==> config.mk <==
export PLATFORM = sky130hd
export DESIGN_NAME = acr_ctrl
export DESIGN_NICKNAME = d
export VERILOG_FILES = /design/src/inc/acr_pkg.sv /design/src/logic/acr_ctrl.sv
export VERILOG_INCLUDE_DIRS = /design/src /design/src/inc
export SDC_FILE = /design/constraint.sdc
export NUM_CORES = 1
export LEC_CHECK = 0
export BUFFER_PORTS_ARGS = -buffer_cell sky130_fd_sc_hd__buf_2
export CAP_MARGIN = 20
export CELL_PAD_IN_SITES_DETAIL_PLACEMENT = 1
export CELL_PAD_IN_SITES_GLOBAL_PLACEMENT = 2
export CORE_MARGIN = 2
export CORE_UTILIZATION = 23
export CTS_CLUSTER_SIZE = 12
export DETAILED_ROUTE_END_ITERATION = 8
export GPL_TIMING_DRIVEN = 0
export PLACE_DENSITY_LB_ADDON = 0.08
export SYNTH_ARGS = -nofsm -noshare
export SYNTH_HDL_FRONTEND = slang
export SYNTH_SLANG_ARGS = --single-unit
==> constraint.sdc <==
create_clock -name ref_clk -period 0.9 [get_ports ref_clk]
set_input_delay 0.045 -clock ref_clk [delete_from_list [all_inputs] [get_ports ref_clk]]
set_output_delay 0.045 -clock ref_clk [all_outputs]
set_load 0.1 [all_outputs]
==> src/inc/acr_defs.svh <==
// Register addresses, field positions, reset values and codes for the converter control block.
// Assumes an 8-bit special-function-register bus with byte and single-bit write access.
`ifndef ACR_DEFS_SVH
`define ACR_DEFS_SVH

`define ACR_CCS_ADDR        8'hE8
`define ACR_REF_ADDR        8'hD1
`define ACR_CCS_RESET       8'h00
`define ACR_REF_RESET       8'h18
`define ACR_BIT_ENABLE      3'd7
`define ACR_BIT_BURST       3'd6
`define ACR_BIT_DONE        3'd5
`define ACR_BIT_BUSY        3'd4
`define ACR_BIT_WINDOW      3'd3
`define ACR_REF_BIT_GND     3'd5
`define ACR_REF_BIT_LVL     3'd2
`define ACR_REF_BIT_TEMP    3'd0
`define ACR_REF_SEL_LSB     3
`define ACR_REF_SEL_EXT     2'b00
`define ACR_REF_SEL_VDD     2'b01
`define ACR_REF_SEL_VREG    2'b10
`define ACR_REF_SEL_INT     2'b11
`define ACR_SRC_SOFT        3'b000
`define ACR_SRC_TMR0        3'b001
`define ACR_SRC_TMR2        3'b010
`define ACR_SRC_TMR3        3'b011
`define ACR_SRC_PIN         3'b100

`endif

==> src/inc/acr_pkg.sv <==
// Types shared by the converter control block.
// Assumes acr_defs.svh supplies the numeric constants.
package acr_pkg;

    typedef enum logic [1:0] {
        ACR_REF_EXTERNAL,
        ACR_REF_SUPPLY,
        ACR_REF_REGULATED,
        ACR_REF_INTERNAL
    } acr_ref_src_t;

    typedef struct packed {
        logic       wr_en;
        logic       bit_wr;
        logic [7:0] addr;
        logic [2:0] bit_sel;
        logic [7:0] wdata;
    } acr_sfr_req_t;

    typedef struct packed {
        logic       start;
        logic       burst;
        logic       powered;
        logic       int_ref_on;
        logic       int_ref_high;
        logic       temp_on;
        logic       gnd_analog_pin;
        acr_ref_src_t ref_src;
    } acr_core_ctl_t;

    typedef struct packed {
        logic        done;
        logic        busy;
        logic        tracking;
        logic        temp_selected;
        logic [15:0] result;
    } acr_core_stat_t;

endpackage : acr_pkg

==> src/logic/acr_ctrl.sv <==
// Converter control block: control/status register, reference control register,
// start-of-conversion trigger selection and window compare flag.
// Assumes the special-function bus, timer strobes and convert pin are synchronous to ref_clk.
// Assumes the core raises its done level after a single conversion or a whole burst and drops it at the next start.
// Assumes the window limits stay stable while the core finishes a conversion.
`timescale 1ns/1ps
`include "acr_defs.svh"

// Contract
// RL1 - Reference select 00 routes the external reference pin to the converter.
// RL2 - Reference select 11 uses the internal high-speed reference.
// RL3 - Internal reference powers up and down automatically while converter needs it.
// RL4 - Level bit chooses internal reference 1.65 V or 2.4 V.
// RL5 - Select 01 uses main supply; 10 uses 1.8 V regulated supply.
// RL6 - Internal reference sources never reach the external reference pin.
// RL7 - Ground select 1 takes ground from analog ground pin, tracking and converting.
// RL8 - Temperature sensor sampling always uses internal chip ground.
// RL9 - Internal 1.65 V reference forces chip ground during conversion.
// RL10 - Temperature sensor enable bit; cleared leaves sensor output high impedance.
// RL11 - Bit 7 enables converter; zero means low-power shutdown.
// RL12 - Bit 6 enables or disables burst mode.
// RL13 - Hardware sets bit 5 after a conversion, or a whole burst in burst mode.
// RL14 - Done and window flags raise interrupts; only software clears them.
// RL15 - Writing 1 to bit 4 starts conversion when start source is 000.
// RL16 - Software polls the done flag, not the busy bit, for completion.
// RL17 - Hardware sets bit 3 when the result satisfies the window limits.
// RL18 - Bits 2:0 select trigger: software, timer 0, 2, 3, pin edge.
// RL19 - Software must not write start source codes 101 through 111.
// RL20 - Control register at address E8, bit-addressable.
// RL21 - Less limit above greater limit: flag when result strictly inside both.
// RL22 - Less limit below greater limit: flag when result outside strictly.
// RL23 - Reserved start source code ignores all triggers.
// RL24 - Each trigger event starts one conversion, only while enabled or bursting. The code drops events that arrive while busy.
module acr_ctrl #(
    parameter int RES_W = 16
) (
    // Clock and reset.
    input  wire logic                    ref_clk,
    input  wire logic                    rst_n,
    // Special-function-register bus.
    input  wire acr_pkg::acr_sfr_req_t   sfr_req,
    input  wire logic [7:0]              sfr_rd_addr,
    output logic [7:0]                   sfr_rdata,
    // Window limits supplied by the limit registers elsewhere.
    input  wire logic [RES_W-1:0]        greater_limit,
    input  wire logic [RES_W-1:0]        less_limit,
    // Trigger sources.
    input  wire logic                    timer0_ovf,
    input  wire logic                    timer2_ovf,
    input  wire logic                    timer3_ovf,
    input  wire logic                    external_convert_pin,
    // Analog converter core.
    output acr_pkg::acr_core_ctl_t       core_ctl,
    input  wire acr_pkg::acr_core_stat_t core_stat,
    // Interrupt request lines.
    output logic                         done_irq,
    output logic                         window_irq,
    // Analog routing controls.
    output logic                         ext_ref_pin_connect,
    output logic                         temp_sensor_out_en,
    output logic                         chip_ground_select
);
    import acr_pkg::*;

    logic       rst_meta_r;
    logic       rst_sync_r;
    logic       converter_enable_r;
    logic       burst_mode_enable_r;
    logic       conversion_done_flag_r;
    logic       busy_r;
    logic       window_match_flag_r;
    logic [2:0] start_source_select_r;
    logic [1:0] reference_source_select_r;
    logic       ground_source_select_r;
    logic       internal_reference_level_r;
    logic       temp_sensor_enable_r;
    logic       pin_prev_r;
    logic       start_r;
    logic       done_prev_r;

    logic       ccs_byte_wr;
    logic       ccs_bit_wr;
    logic       ref_byte_wr;
    logic [7:0] ccs_cur;
    logic [7:0] ccs_wr_val;
    logic [7:0] ccs_wr_mask;
    logic       soft_start;
    logic       trig_event;
    logic       trig_nxt;
    logic       done_evt;
    logic       window_hit;
    logic       window_evt;
    logic       trig_open;
    logic       pin_rise;
    logic       int_ref_selected;
    logic       low_ref_selected;
    logic       converter_active;

    // Reset is released through two flip-flops.
    // Only the second one feeds the design, so a release near an edge never splits the register set.
    always_ff @(posedge ref_clk or negedge rst_n) begin
        if (!rst_n) begin
            rst_meta_r <= 1'b0;
            rst_sync_r <= 1'b0;
        end else begin
            rst_meta_r <= 1'b1;
            rst_sync_r <= rst_meta_r;
        end
    end

    // Byte writes and single-bit writes both land in the control register.
    assign ccs_byte_wr = sfr_req.wr_en && !sfr_req.bit_wr && (sfr_req.addr == `ACR_CCS_ADDR); // RL20
    assign ccs_bit_wr  = sfr_req.wr_en && sfr_req.bit_wr && (sfr_req.addr == `ACR_CCS_ADDR);  // RL20
    assign ref_byte_wr = sfr_req.wr_en && !sfr_req.bit_wr && (sfr_req.addr == `ACR_REF_ADDR);

    // Present control register contents: the read value and the base that a bit write patches.
    assign ccs_cur = {converter_enable_r, burst_mode_enable_r, conversion_done_flag_r, busy_r,
                      window_match_flag_r, start_source_select_r};

    always_comb begin
        ccs_wr_mask = 8'h00;
        ccs_wr_val  = ccs_cur;
        if (ccs_byte_wr) begin
            ccs_wr_mask = 8'hFF;
            ccs_wr_val  = sfr_req.wdata;
        end else if (ccs_bit_wr) begin
            ccs_wr_mask                  = 8'h01 << sfr_req.bit_sel; // RL20
            ccs_wr_val[sfr_req.bit_sel]  = sfr_req.wdata[0];
        end
    end

    // Converter enable; zero parks the converter in low-power shutdown once no conversion is busy.
    always_ff @(posedge ref_clk or negedge rst_sync_r) begin
        if (!rst_sync_r) begin
            converter_enable_r <= 1'b0;
        end else if (ccs_wr_mask[`ACR_BIT_ENABLE]) begin
            converter_enable_r <= ccs_wr_val[`ACR_BIT_ENABLE]; // RL11
        end
    end

    // Burst mode enable, passed straight to the core.
    always_ff @(posedge ref_clk or negedge rst_sync_r) begin
        if (!rst_sync_r) begin
            burst_mode_enable_r <= 1'b0;
        end else if (ccs_wr_mask[`ACR_BIT_BURST]) begin
            burst_mode_enable_r <= ccs_wr_val[`ACR_BIT_BURST]; // RL12
        end
    end

    // Start source select; a bit write changes one bit and leaves the other two alone.
    always_ff @(posedge ref_clk or negedge rst_sync_r) begin
        if (!rst_sync_r) begin
            start_source_select_r <= `ACR_SRC_SOFT;
        end else if (ccs_wr_mask[2:0] == 3'h7) begin
            start_source_select_r <= ccs_wr_val[2:0]; // RL18
        end else if (ccs_wr_mask[2:0] != 3'h0) begin
            start_source_select_r <= (start_source_select_r & ~ccs_wr_mask[2:0])
                                     | (ccs_wr_val[2:0] & ccs_wr_mask[2:0]);
        end
    end

    // Reference source select; reset picks the internal reference.
    always_ff @(posedge ref_clk or negedge rst_sync_r) begin
        if (!rst_sync_r) begin
            reference_source_select_r <= `ACR_REF_SEL_INT;
        end else if (ref_byte_wr) begin
            reference_source_select_r <= sfr_req.wdata[`ACR_REF_SEL_LSB +: 2]; // RL1 RL2 RL5
        end
    end

    // Ground source select.
    always_ff @(posedge ref_clk or negedge rst_sync_r) begin
        if (!rst_sync_r) begin
            ground_source_select_r <= 1'b0;
        end else if (ref_byte_wr) begin
            ground_source_select_r <= sfr_req.wdata[`ACR_REF_BIT_GND]; // RL7
        end
    end

    // Internal reference level; zero is the lower level.
    always_ff @(posedge ref_clk or negedge rst_sync_r) begin
        if (!rst_sync_r) begin
            internal_reference_level_r <= 1'b0;
        end else if (ref_byte_wr) begin
            internal_reference_level_r <= sfr_req.wdata[`ACR_REF_BIT_LVL]; // RL4
        end
    end

    // Temperature sensor enable.
    always_ff @(posedge ref_clk or negedge rst_sync_r) begin
        if (!rst_sync_r) begin
            temp_sensor_enable_r <= 1'b0;
        end else if (ref_byte_wr) begin
            temp_sensor_enable_r <= sfr_req.wdata[`ACR_REF_BIT_TEMP]; // RL10
        end
    end

    // Trigger selection; reserved codes match no source.
    // A software start is a one written to the busy bit, by byte or by bit write.
    assign soft_start = ccs_wr_mask[`ACR_BIT_BUSY] && ccs_wr_val[`ACR_BIT_BUSY];
    // The pin is sampled as synchronous, so one flip-flop of history finds its rising edge.
    assign pin_rise   = external_convert_pin && !pin_prev_r; // RL18

    always_comb begin
        unique case (start_source_select_r)
            `ACR_SRC_SOFT: trig_event = soft_start;                         // RL15
            `ACR_SRC_TMR0: trig_event = timer0_ovf;                         // RL18
            `ACR_SRC_TMR2: trig_event = timer2_ovf;                         // RL18
            `ACR_SRC_TMR3: trig_event = timer3_ovf;                         // RL18
            `ACR_SRC_PIN:  trig_event = pin_rise;                           // RL18
            default:       trig_event = 1'b0;                               // RL23
        endcase
    end

    // One start pulse per event, only while enabled or bursting, never while busy.
    // Events that arrive while busy are dropped rather than queued, so nothing fires late.
    assign trig_open = (converter_enable_r || burst_mode_enable_r) && !busy_r;
    assign trig_nxt  = trig_event && trig_open; // RL24

    always_ff @(posedge ref_clk or negedge rst_sync_r) begin
        if (!rst_sync_r) begin
            pin_prev_r <= 1'b0;
        end else begin
            pin_prev_r <= external_convert_pin;
        end
    end

    // Registered start pulse; busy blocks a second trigger, so it lasts one cycle.
    always_ff @(posedge ref_clk or negedge rst_sync_r) begin
        if (!rst_sync_r) begin
            start_r <= 1'b0;
        end else begin
            start_r <= trig_nxt; // RL24
        end
    end

    // Busy is kept here, not taken from core_stat.busy; set with the start pulse so software sees it at once.
    // It clears on the done edge, the same edge that raises the completion flag.
    always_ff @(posedge ref_clk or negedge rst_sync_r) begin
        if (!rst_sync_r) begin
            busy_r <= 1'b0;
        end else if (trig_nxt) begin
            busy_r <= 1'b1; // RL15
        end else if (done_evt) begin
            busy_r <= 1'b0;
        end
    end

    // The core's done level marks a single conversion or a whole burst finishing.
    assign done_evt = core_stat.done && !done_prev_r; // RL13

    // Window compare picks inside or outside by the order of the limits.
    // Equal limits take the outside case, where every result but the limit itself matches.
    always_comb begin
        if (less_limit > greater_limit) begin
            window_hit = (core_stat.result[RES_W-1:0] > greater_limit)
                         && (core_stat.result[RES_W-1:0] < less_limit); // RL21
        end else begin
            window_hit = (core_stat.result[RES_W-1:0] < less_limit)
                         || (core_stat.result[RES_W-1:0] > greater_limit); // RL22
        end
    end
    assign window_evt = done_evt && window_hit; // RL17

    // Previous core done level, for rising-edge detection.
    always_ff @(posedge ref_clk or negedge rst_sync_r) begin
        if (!rst_sync_r) begin
            done_prev_r <= 1'b0;
        end else begin
            done_prev_r <= core_stat.done;
        end
    end

    // Completion flag: hardware only sets, software clears, and a set wins over a same-cycle clear.
    always_ff @(posedge ref_clk or negedge rst_sync_r) begin
        if (!rst_sync_r) begin
            conversion_done_flag_r <= 1'b0;
        end else if (done_evt) begin
            conversion_done_flag_r <= 1'b1; // RL13
        end else if (ccs_wr_mask[`ACR_BIT_DONE]) begin
            conversion_done_flag_r <= ccs_wr_val[`ACR_BIT_DONE]; // RL14
        end
    end

    // Window flag: same set-wins rule as the completion flag.
    always_ff @(posedge ref_clk or negedge rst_sync_r) begin
        if (!rst_sync_r) begin
            window_match_flag_r <= 1'b0;
        end else if (window_evt) begin
            window_match_flag_r <= 1'b1; // RL17
        end else if (ccs_wr_mask[`ACR_BIT_WINDOW]) begin
            window_match_flag_r <= ccs_wr_val[`ACR_BIT_WINDOW]; // RL14
        end
    end

    assign done_irq   = conversion_done_flag_r; // RL14
    assign window_irq = window_match_flag_r;    // RL14

    // Register read mux; unmapped addresses read zero.
    // Bits 7:6 and 1 of the reference register are unused and read zero.
    always_comb begin
        if (sfr_rd_addr == `ACR_CCS_ADDR) begin
            sfr_rdata = ccs_cur;
        end else if (sfr_rd_addr == `ACR_REF_ADDR) begin
            sfr_rdata = {2'b00, ground_source_select_r, reference_source_select_r,
                         internal_reference_level_r, 1'b0, temp_sensor_enable_r};
        end else begin
            sfr_rdata = 8'h00;
        end
    end

    // Decoded reference choices shared by power and ground steering.
    assign int_ref_selected = (reference_source_select_r == `ACR_REF_SEL_INT); // RL2
    assign low_ref_selected = int_ref_selected && !internal_reference_level_r;  // RL9
    assign converter_active = converter_enable_r || busy_r;

    // Core control and analog routing.
    // The internal reference follows converter activity, so software never has to power it.
    always_comb begin
        unique case (reference_source_select_r)
            `ACR_REF_SEL_EXT:  core_ctl.ref_src = ACR_REF_EXTERNAL;  // RL1
            `ACR_REF_SEL_VDD:  core_ctl.ref_src = ACR_REF_SUPPLY;    // RL5
            `ACR_REF_SEL_VREG: core_ctl.ref_src = ACR_REF_REGULATED; // RL5
            `ACR_REF_SEL_INT:  core_ctl.ref_src = ACR_REF_INTERNAL;  // RL2
        endcase
        core_ctl.start        = start_r;
        core_ctl.burst        = burst_mode_enable_r;
        core_ctl.powered      = converter_active;
        core_ctl.int_ref_on   = int_ref_selected && converter_active; // RL3
        core_ctl.int_ref_high = internal_reference_level_r; // RL4
        core_ctl.temp_on      = temp_sensor_enable_r;       // RL10
        core_ctl.gnd_analog_pin = ground_source_select_r && !chip_ground_select; // RL7
    end

    // Only the external choice connects the reference pin; internal sources stay off it.
    assign ext_ref_pin_connect = (reference_source_select_r == `ACR_REF_SEL_EXT); // RL6
    assign temp_sensor_out_en  = temp_sensor_enable_r;                            // RL10

    // Chip ground overrides the pin for temp sampling and for 1.65 V conversions.
    assign chip_ground_select = (core_stat.temp_selected && core_stat.tracking)             // RL8
                                || (low_ref_selected && !core_stat.tracking);               // RL9

endmodule : acr_ctrl

==> flow_metrics.env, run 1 <==
export IMPL_vdd_drop_max_uv=556
export IMPL_place_inst=500
export IMPL_criticalPathCategory="register to output pin"
export IMPL_final_period_utilization=1.69
export IMPL_finalSetupViolCount=31
export IMPL_wl_per_cell_um=14.9
export IMPL_p_seq_frac=0.313
export IMPL_cts_buffers_inserted=3
export IMPL_cp_required_ps=850
export IMPL_hold_path_class="input port to register"
export IMPL_worst_setup_path_end_kind="output pin"
export IMPL_ios=109
export IMPL_dp_hpwl_um=6490
export IMPL_viasPerCell=4.62
export IMPL_p_int_mw=1.81
export IMPL_timing_clock_skew_ps=2.13
export IMPL_clock_path_buffers=2
export IMPL_nets=536
export IMPL_fillCellCount=1105
export IMPL_rows=35
export IMPL_cap_violations=0
export IMPL_final_cell_mix="buf_2 (80), ha_1 (38), inv_1 (30), a21oi_1 (23), buf_12 (23)"
export IMPL_finalPower_mw=2.80
export IMPL_tritoncts="done"
export IMPL_ys_types=48
export IMPL_root_buffer="clkbuf_8"
export IMPL_synth_seq_cells=18
export IMPL_status="finished, violations left"
export IMPL_die_h_um=103
export IMPL_layout_commonest_cell="buf_2"
export IMPL_grt_pass1_wl_um=12100
export IMPL_grt_util_met2=0.251
export IMPL_path_clk_slew_ps=70
export IMPL_wl_um=7900
export IMPL_netlist_area_leader_share=0.263
export IMPL_p_leak_nw=1.98
export IMPL_clkPwrFrac=0.241
export IMPL_yosys_area_top_type="ha_1"
export IMPL_stdcell_count=530
export IMPL_io_buffers=104
export IMPL_ys_flop_type="dfrtp_1"
export IMPL_cts_sinks=18
export IMPL_grt_usage=0.146
export IMPL_grt_pass1_vias=2532
export IMPL_initial_utilization=0.240
export IMPL_synth_area_mm2=0.00223
export IMPL_busiest_layer="met2"
export IMPL_use_met3=0.0176
export IMPL_maxClockFrequency_mhz=657
export IMPL_place_ws_ps=-1160
export IMPL_areaGrowthSynthToFinish_pct=78.8
export IMPL_dieArea_mm2=0.0105
export IMPL_avgSynthCellArea_um2=8.37
export IMPL_route_vias_total=2447
export IMPL_p_sw_uw=982
export IMPL_clock_latency_ps=260
export IMPL_synth_edf_count=0
export IMPL_grt_max_degree=17
export IMPL_combinationalPowerShare=0.446
export IMPL_synth_yosys_seq_area_share=0.203
export IMPL_place_area_mm2=0.00319
export IMPL_grt_ovfl_total=0
export IMPL_drt_first_pass_iters=4
export IMPL_final_hold_violation_count=0
export IMPL_ys_async_sr_fraction=1.00
export IMPL_drt_iter0_drc=42
export IMPL_grtUsageMet1=0.205
export IMPL_drive_gt1_frac=0.541
export IMPL_fin_ws_ps=-621
export IMPL_maxSlewViolCount=0
export IMPL_cp_arrival_ps=1480
export IMPL_antenna_found_initial=0
export IMPL_synth_nets=401
export IMPL_start_kind="register"
export IMPL_p_sw_frac=0.351
export IMPL_fin_crit_ps=1520
export IMPL_fp_dieW_um=103
export IMPL_drc_errors=0
export IMPL_synth_warnings=0
export IMPL_diodes=0
export IMPL_power_density_mw_per_mm2=700
export IMPL_synth_cells=267
export IMPL_rsz0062_at_grt="yes"
export IMPL_fin_area_mm2=0.00400
export IMPL_crit_fanout=3
export IMPL_core_area_mm2=0.00933
export IMPL_violations="setup timing"
export IMPL_htree_levels=1
export IMPL_detail_route_antenna_nets=0
export IMPL_synth_area_top_cells="ha_1 (26%), dfrtp_1 (18%), inv_1 (6.4%)"
export IMPL_gp_congestion=0.749
## path summary, 6_finish.rpt
check                                        startpoint                      endpoint  slack, ps  depth (start not counted)
max                        reference_source_select_r[1]                   core_ctl[2]       -620                          4
min                                          sfr_req[6]           burst_mode_enable_r         20                          3
max reg2reg                                    register                        busy_r       -590                          4
min reg2reg                                  rst_sync_r            converter_enable_r        190                          0
max in group asynchronous                    rst_sync_r  reference_source_select_r[1]        390                          0
min in group asynchronous                         rst_n                    rst_meta_r         90                          2
## timing repair
item	in CTS	in global routing
setup buffers	10	14
pin swaps	9	19
resized for setup	101	40
cloned	1	0
hold buffers	3	0
endpoints found under the setup margin	31	39
hold endpoints to repair	4	0
## per-stage QoR
stage,hold slack (ps),setup TNS [ps],utilization
2_1_floorplan,-251,-8350,-
3_5_place_dp,-164,-11660,0.342
3_3_place_gp,-169,-11370,0.342
5_1_grt,23.3,-10670,0.428
4_1_cts,12.7,-8550,0.400
6_report,17.4,-9400,0.428
## layout make-up
| type | instances | area (um2) | share of cell area |
|---|---|---|---|
| Clock buffer | 4 | 55.1 | 0.0138 |
| Tap cell | 129 | 161 | 0.0404 |
| Inverter | 38 | 150 | 0.0376 |
| Sequential cell | 18 | 467 | 0.117 |
| Buffer | 10 | 111 | 0.0279 |
| Timing Repair Buffer | 131 | 1110 | 0.278 |
| Multi-Input combinational cell | 200 | 1940 | 0.485 |
## Yosys cell counts, types with 2 or more instances
master and number:
a21boi_0 3, mux2_2 7, inv_1 38, nor2b_1 6, dfstp_2 2, nand2_1 21, o21a_1 3, clkbuf_1 2
buf_2 2, o211ai_1 4, o311ai_0 2, dfrtp_1 16, mux2i_1 2, ha_1 47, nor4_1 4, nand4_1 9
buf_4 5, a22o_1 5, nor2_1 10, nand3_1 7, a21oi_1 23, a21o_1 4, nor4bb_1 2, o31ai_1 3
o21ai_0 10, nand2b_1 2, nand4bb_1 2, and4_1 2, o21ai_1 2, and2_1 4
## per-layer routing
| metal | share of wire | up-vias | wire length [um] |
|---|---|---|---|
| met1 | 0.47 | 1141 | 3710 |
| met4 | 0.0035 | 0 | 28 |
| met2 | 0.48 | 65 | 3820 |
| met3 | 0.043 | 4 | 336 |
| li1 | - | 1237 | - |
| met5 | 0 | - | 0 |
## cells by family (layout without fill, tap and decap cells)
logic type | Yosys count | in the layout | synth area share
buf+inv | 49 | 183 | 0.0957
compound gates | 69 | 69 | 0.205
simple gates | 74 | 74 | 0.187
mux | 9 | 9 | 0.0442
fa+ha+maj | 47 | 47 | 0.263
other cells | 1 | 1 | 0.00168
flops | 18 | 18 | 0.203
## critical path, cell delays in order (launching register included)
cell     delay, ps
dfstp_2        590
nand2_4         80
o31ai_4        320
nor2_4          70
buf_12         170
## power groups by stage
stage          Combinational (mW)  Sequential [mW]  Clock, mW
6_report                     1.25            0.875      0.674
5_1_grt                      1.39            0.881      0.734
4_1_cts                      1.18            0.877      0.700
3_5_place_dp                 1.07            0.895          0
3_3_place_gp                 1.05            0.894          0
2_1_floorplan               0.648            0.891          0
Power figures use the tool's default switching activity.
==> inputs of run 2 (changes only) <==
--- a/config.mk
+++ b/config.mk
@@ -6,12 +6,13 @@
 export SDC_FILE = /design/constraint.sdc
 export NUM_CORES = 1
 export LEC_CHECK = 0
+export ABC_AREA = 1
 export BUFFER_PORTS_ARGS = -buffer_cell sky130_fd_sc_hd__buf_2
 export CAP_MARGIN = 20
 export CELL_PAD_IN_SITES_DETAIL_PLACEMENT = 1
 export CELL_PAD_IN_SITES_GLOBAL_PLACEMENT = 2
 export CORE_MARGIN = 2
-export CORE_UTILIZATION = 23
+export CORE_UTILIZATION = 22
 export CTS_CLUSTER_SIZE = 12
 export DETAILED_ROUTE_END_ITERATION = 8
 export GPL_TIMING_DRIVEN = 0
==> flow_metrics.env, run 2 <==
export IMPL_tritoncts="done"
export IMPL_cp_required_ps=850
export IMPL_synthMuxAreaShare=0.00927
export IMPL_yosysMostFrequentCell="nand2_1"
export IMPL_synth_common_cells="nand2_1 (86), inv_1 (72), ha_1 (47), a21oi_1 (31), nor2_1 (31)"
export IMPL_rsz0062_at_grt="yes"
export IMPL_avgSynthCellArea_um2=6.64
export IMPL_p_leak_nw=2.35
export IMPL_synth_area_mm2=0.00243
export IMPL_initial_utilization=0.225
export IMPL_yosys_area_top_type="ha_1"
export IMPL_slowest_stage="dfstp_2"
export IMPL_fp_dieW_um=109
export IMPL_hp_start="sfr_req[1]"
export IMPL_gp_congestion=0.745
export IMPL_synth_cells=366
export IMPL_layout_commonest_cell="buf_2"
export IMPL_r2r_end="busy_r"
export IMPL_stdcell_count=650
export IMPL_drive_gt1_frac=0.622
export IMPL_hold_path_class="input port to register"
export IMPL_htree_levels=1
export IMPL_place_ws_ps=-733
export IMPL_synth_compound_area_frac=0.134
export IMPL_finalPower_mw=3.24
export IMPL_areaGrowthSynthToFinish_pct=101
export IMPL_place_inst=613
export IMPL_fin_area_mm2=0.00489
export IMPL_synth_warnings=0
export IMPL_cap_violations=0
export IMPL_root_buffer="clkbuf_8"
export IMPL_cts_sinks=18
export IMPL_synth_simple_area_share=0.294
export IMPL_wl_um=8950
export IMPL_criticalPathCategory="register to output pin"
export IMPL_cp_slowest_stage_delay_ps=580
export IMPL_clock_path_buffers=2
export IMPL_grt_max_degree=17
export IMPL_status="finished, violations left"
export IMPL_timing_clock_skew_ps=2.14
export IMPL_rows=38
export IMPL_grt_pass1_vias=3069
export IMPL_ys_types=36
export IMPL_antenna_found_initial=0
export IMPL_ios=109
export IMPL_synth_area_top_cells="ha_1 (24%), dfrtp_1 (16%), nand2_1 (13%)"
export IMPL_die_h_um=109
export IMPL_rr_worst_depth=7
export IMPL_synth_top_family_by_area="simple AND/OR/NAND/NOR gates"
export IMPL_finalSetupViolCount=33
export IMPL_maxSlewViolCount=0
export IMPL_dieArea_mm2=0.0119
export IMPL_wl_per_cell_um=13.8
export IMPL_io_buffers=107
export IMPL_drt_iter0_drc=26
export IMPL_final_hold_violation_count=0
export IMPL_cts_buffers_inserted=3
export IMPL_holdPathStages=3
export IMPL_cp_arrival_ps=1430
export IMPL_violations="setup timing"
export IMPL_crit_chain="nand2_4 -> o31ai_4 -> buf_8"
export IMPL_fin_ws_ps=-571
export IMPL_ys_flop_type="dfrtp_1"
export IMPL_grt_ovfl_total=0
export IMPL_final_period_utilization=1.63
export IMPL_netlist_area_leader_share=0.242
export IMPL_power_density_mw_per_mm2=662
export IMPL_grt_pass1_wl_um=14200
export IMPL_viasPerCell=4.46
export IMPL_nets=645
export IMPL_ys_async_sr_fraction=1.00
export IMPL_vdd_drop_max_uv=450
export IMPL_grt_usage=0.149
export IMPL_core_area_mm2=0.0108
export IMPL_maxClockFrequency_mhz=680
export IMPL_start_kind="register"
export IMPL_final_cell_mix="buf_2 (68), nand2_1 (52), inv_1 (41), ha_4 (29), nand2_2 (27)"
export IMPL_clock_latency_ps=250
export IMPL_diodes=0
export IMPL_crit_start="reference_source_select_r[1]"
export IMPL_synth_nets=500
export IMPL_crit_end="chip_ground_select"
export IMPL_route_vias_total=2902
export IMPL_fin_crit_ps=1470
export IMPL_worst_setup_path_end_kind="output pin"
export IMPL_path_clk_slew_ps=70
export IMPL_dp_hpwl_um=6940
export IMPL_synth_edf_count=0
export IMPL_synth_seq_cells=18
export IMPL_drt_first_pass_iters=4
export IMPL_detail_route_antenna_nets=0
export IMPL_synth_yosys_seq_area_share=0.187
export IMPL_r2r_setup_slack_ps=-210
export IMPL_drc_errors=0
export IMPL_crit_fanout=3
export IMPL_synth_fa_ha_area_frac=0.242
export IMPL_place_area_mm2=0.00333
export IMPL_synth_xor_area_share=0
export IMPL_hold_ws_ps=17.0
==> run 2: cell count changes after synthesis, moves of 4 or more <==
| cell | previous run | this run |
|---|---|---|
| nand2_1 | 21 | 86 |
| inv_1 | 38 | 72 |
| nor2_1 | 10 | 31 |
| a21oi_1 | 23 | 31 |
| o21ai_0 | 10 | 18 |
| nand3_1 | 7 | 14 |
| mux2_2 | 7 | 1 |
| nor2b_1 | 6 | 0 |
| nor3_1 | 0 | 6 |
| a22o_1 | 5 | 0 |
| nand4_1 | 9 | 4 |
| and2_1 | 4 | 0 |
==> run 2: cells by family (layout without fill, tap and decap cells) <==
logic type	count (synthesis)	in the layout
AOI/OAI and AO/OA	61	61
adders and majority gates	47	47
buffers and inverters	81	225
DFF	18	18
muxes	2	2
other	1	1
and+or+nand+nor	156	156
==> run 2: what timing repair did <==
action,in CTS,in global routing
endpoints found under the hold margin,4,0
endpoints found under the setup margin,34,37
buffers inserted,21,12
hold buffers,3,0
gates resized for setup,176,118
cloned,1,0
pin swaps,53,59
==> run 2: area by class of cell <==
type | count | area (um2)
buffer | 6 | 73.8
clock buffer | 4 | 55.1
fill | 1240 | 5900
inverter | 73 | 289
multi-input combinational | 267 | 2540
sequential | 18 | 467
tap | 140 | 175
timing repair buffer | 142 | 1290
==> run 2: critical path: cells and delay by family (launching register included) <==
kind                   cells  cell delay [ps]
buffers and inverters      1              240
flip-flops                 1              580
AO/OA/AOI/OAI              1              270
AND/OR/NAND/NOR            1               70
==> run 2: metal layers <==
metal  global-route usage  routed length, um
met1                0.162               3420
met3              0.00897                256
met5                    0                  0
met2                0.312               5210
met4               0.0247                 53
==> run 2: report_power, final <==
part / internal [mW] / total (mW) / switching [mW]
combinational: 0.775 / 1.68 / 0.904
clock: 0.389 / 0.679 / 0.290
sequential: 0.839 / 0.877 / 0.0383
==> run 2: per-stage QoR <==
stage | TNS, ps | utilization
CTS | -7420 | 0.401
global route | -9980 | 0.453
global placement | -12240 | 0.309
finish | -7950 | 0.453
floorplan | -7670 | -
detailed placement | -12460 | 0.309
==> run 2: worst min-delay path by stage <==
stage               slack [ps]          to
floorplan                 -250  rst_meta_r
global placement          -170  rst_meta_r
detailed placement        -170  rst_meta_r
CTS                         10    register
global route                20    register
finish                      20    register
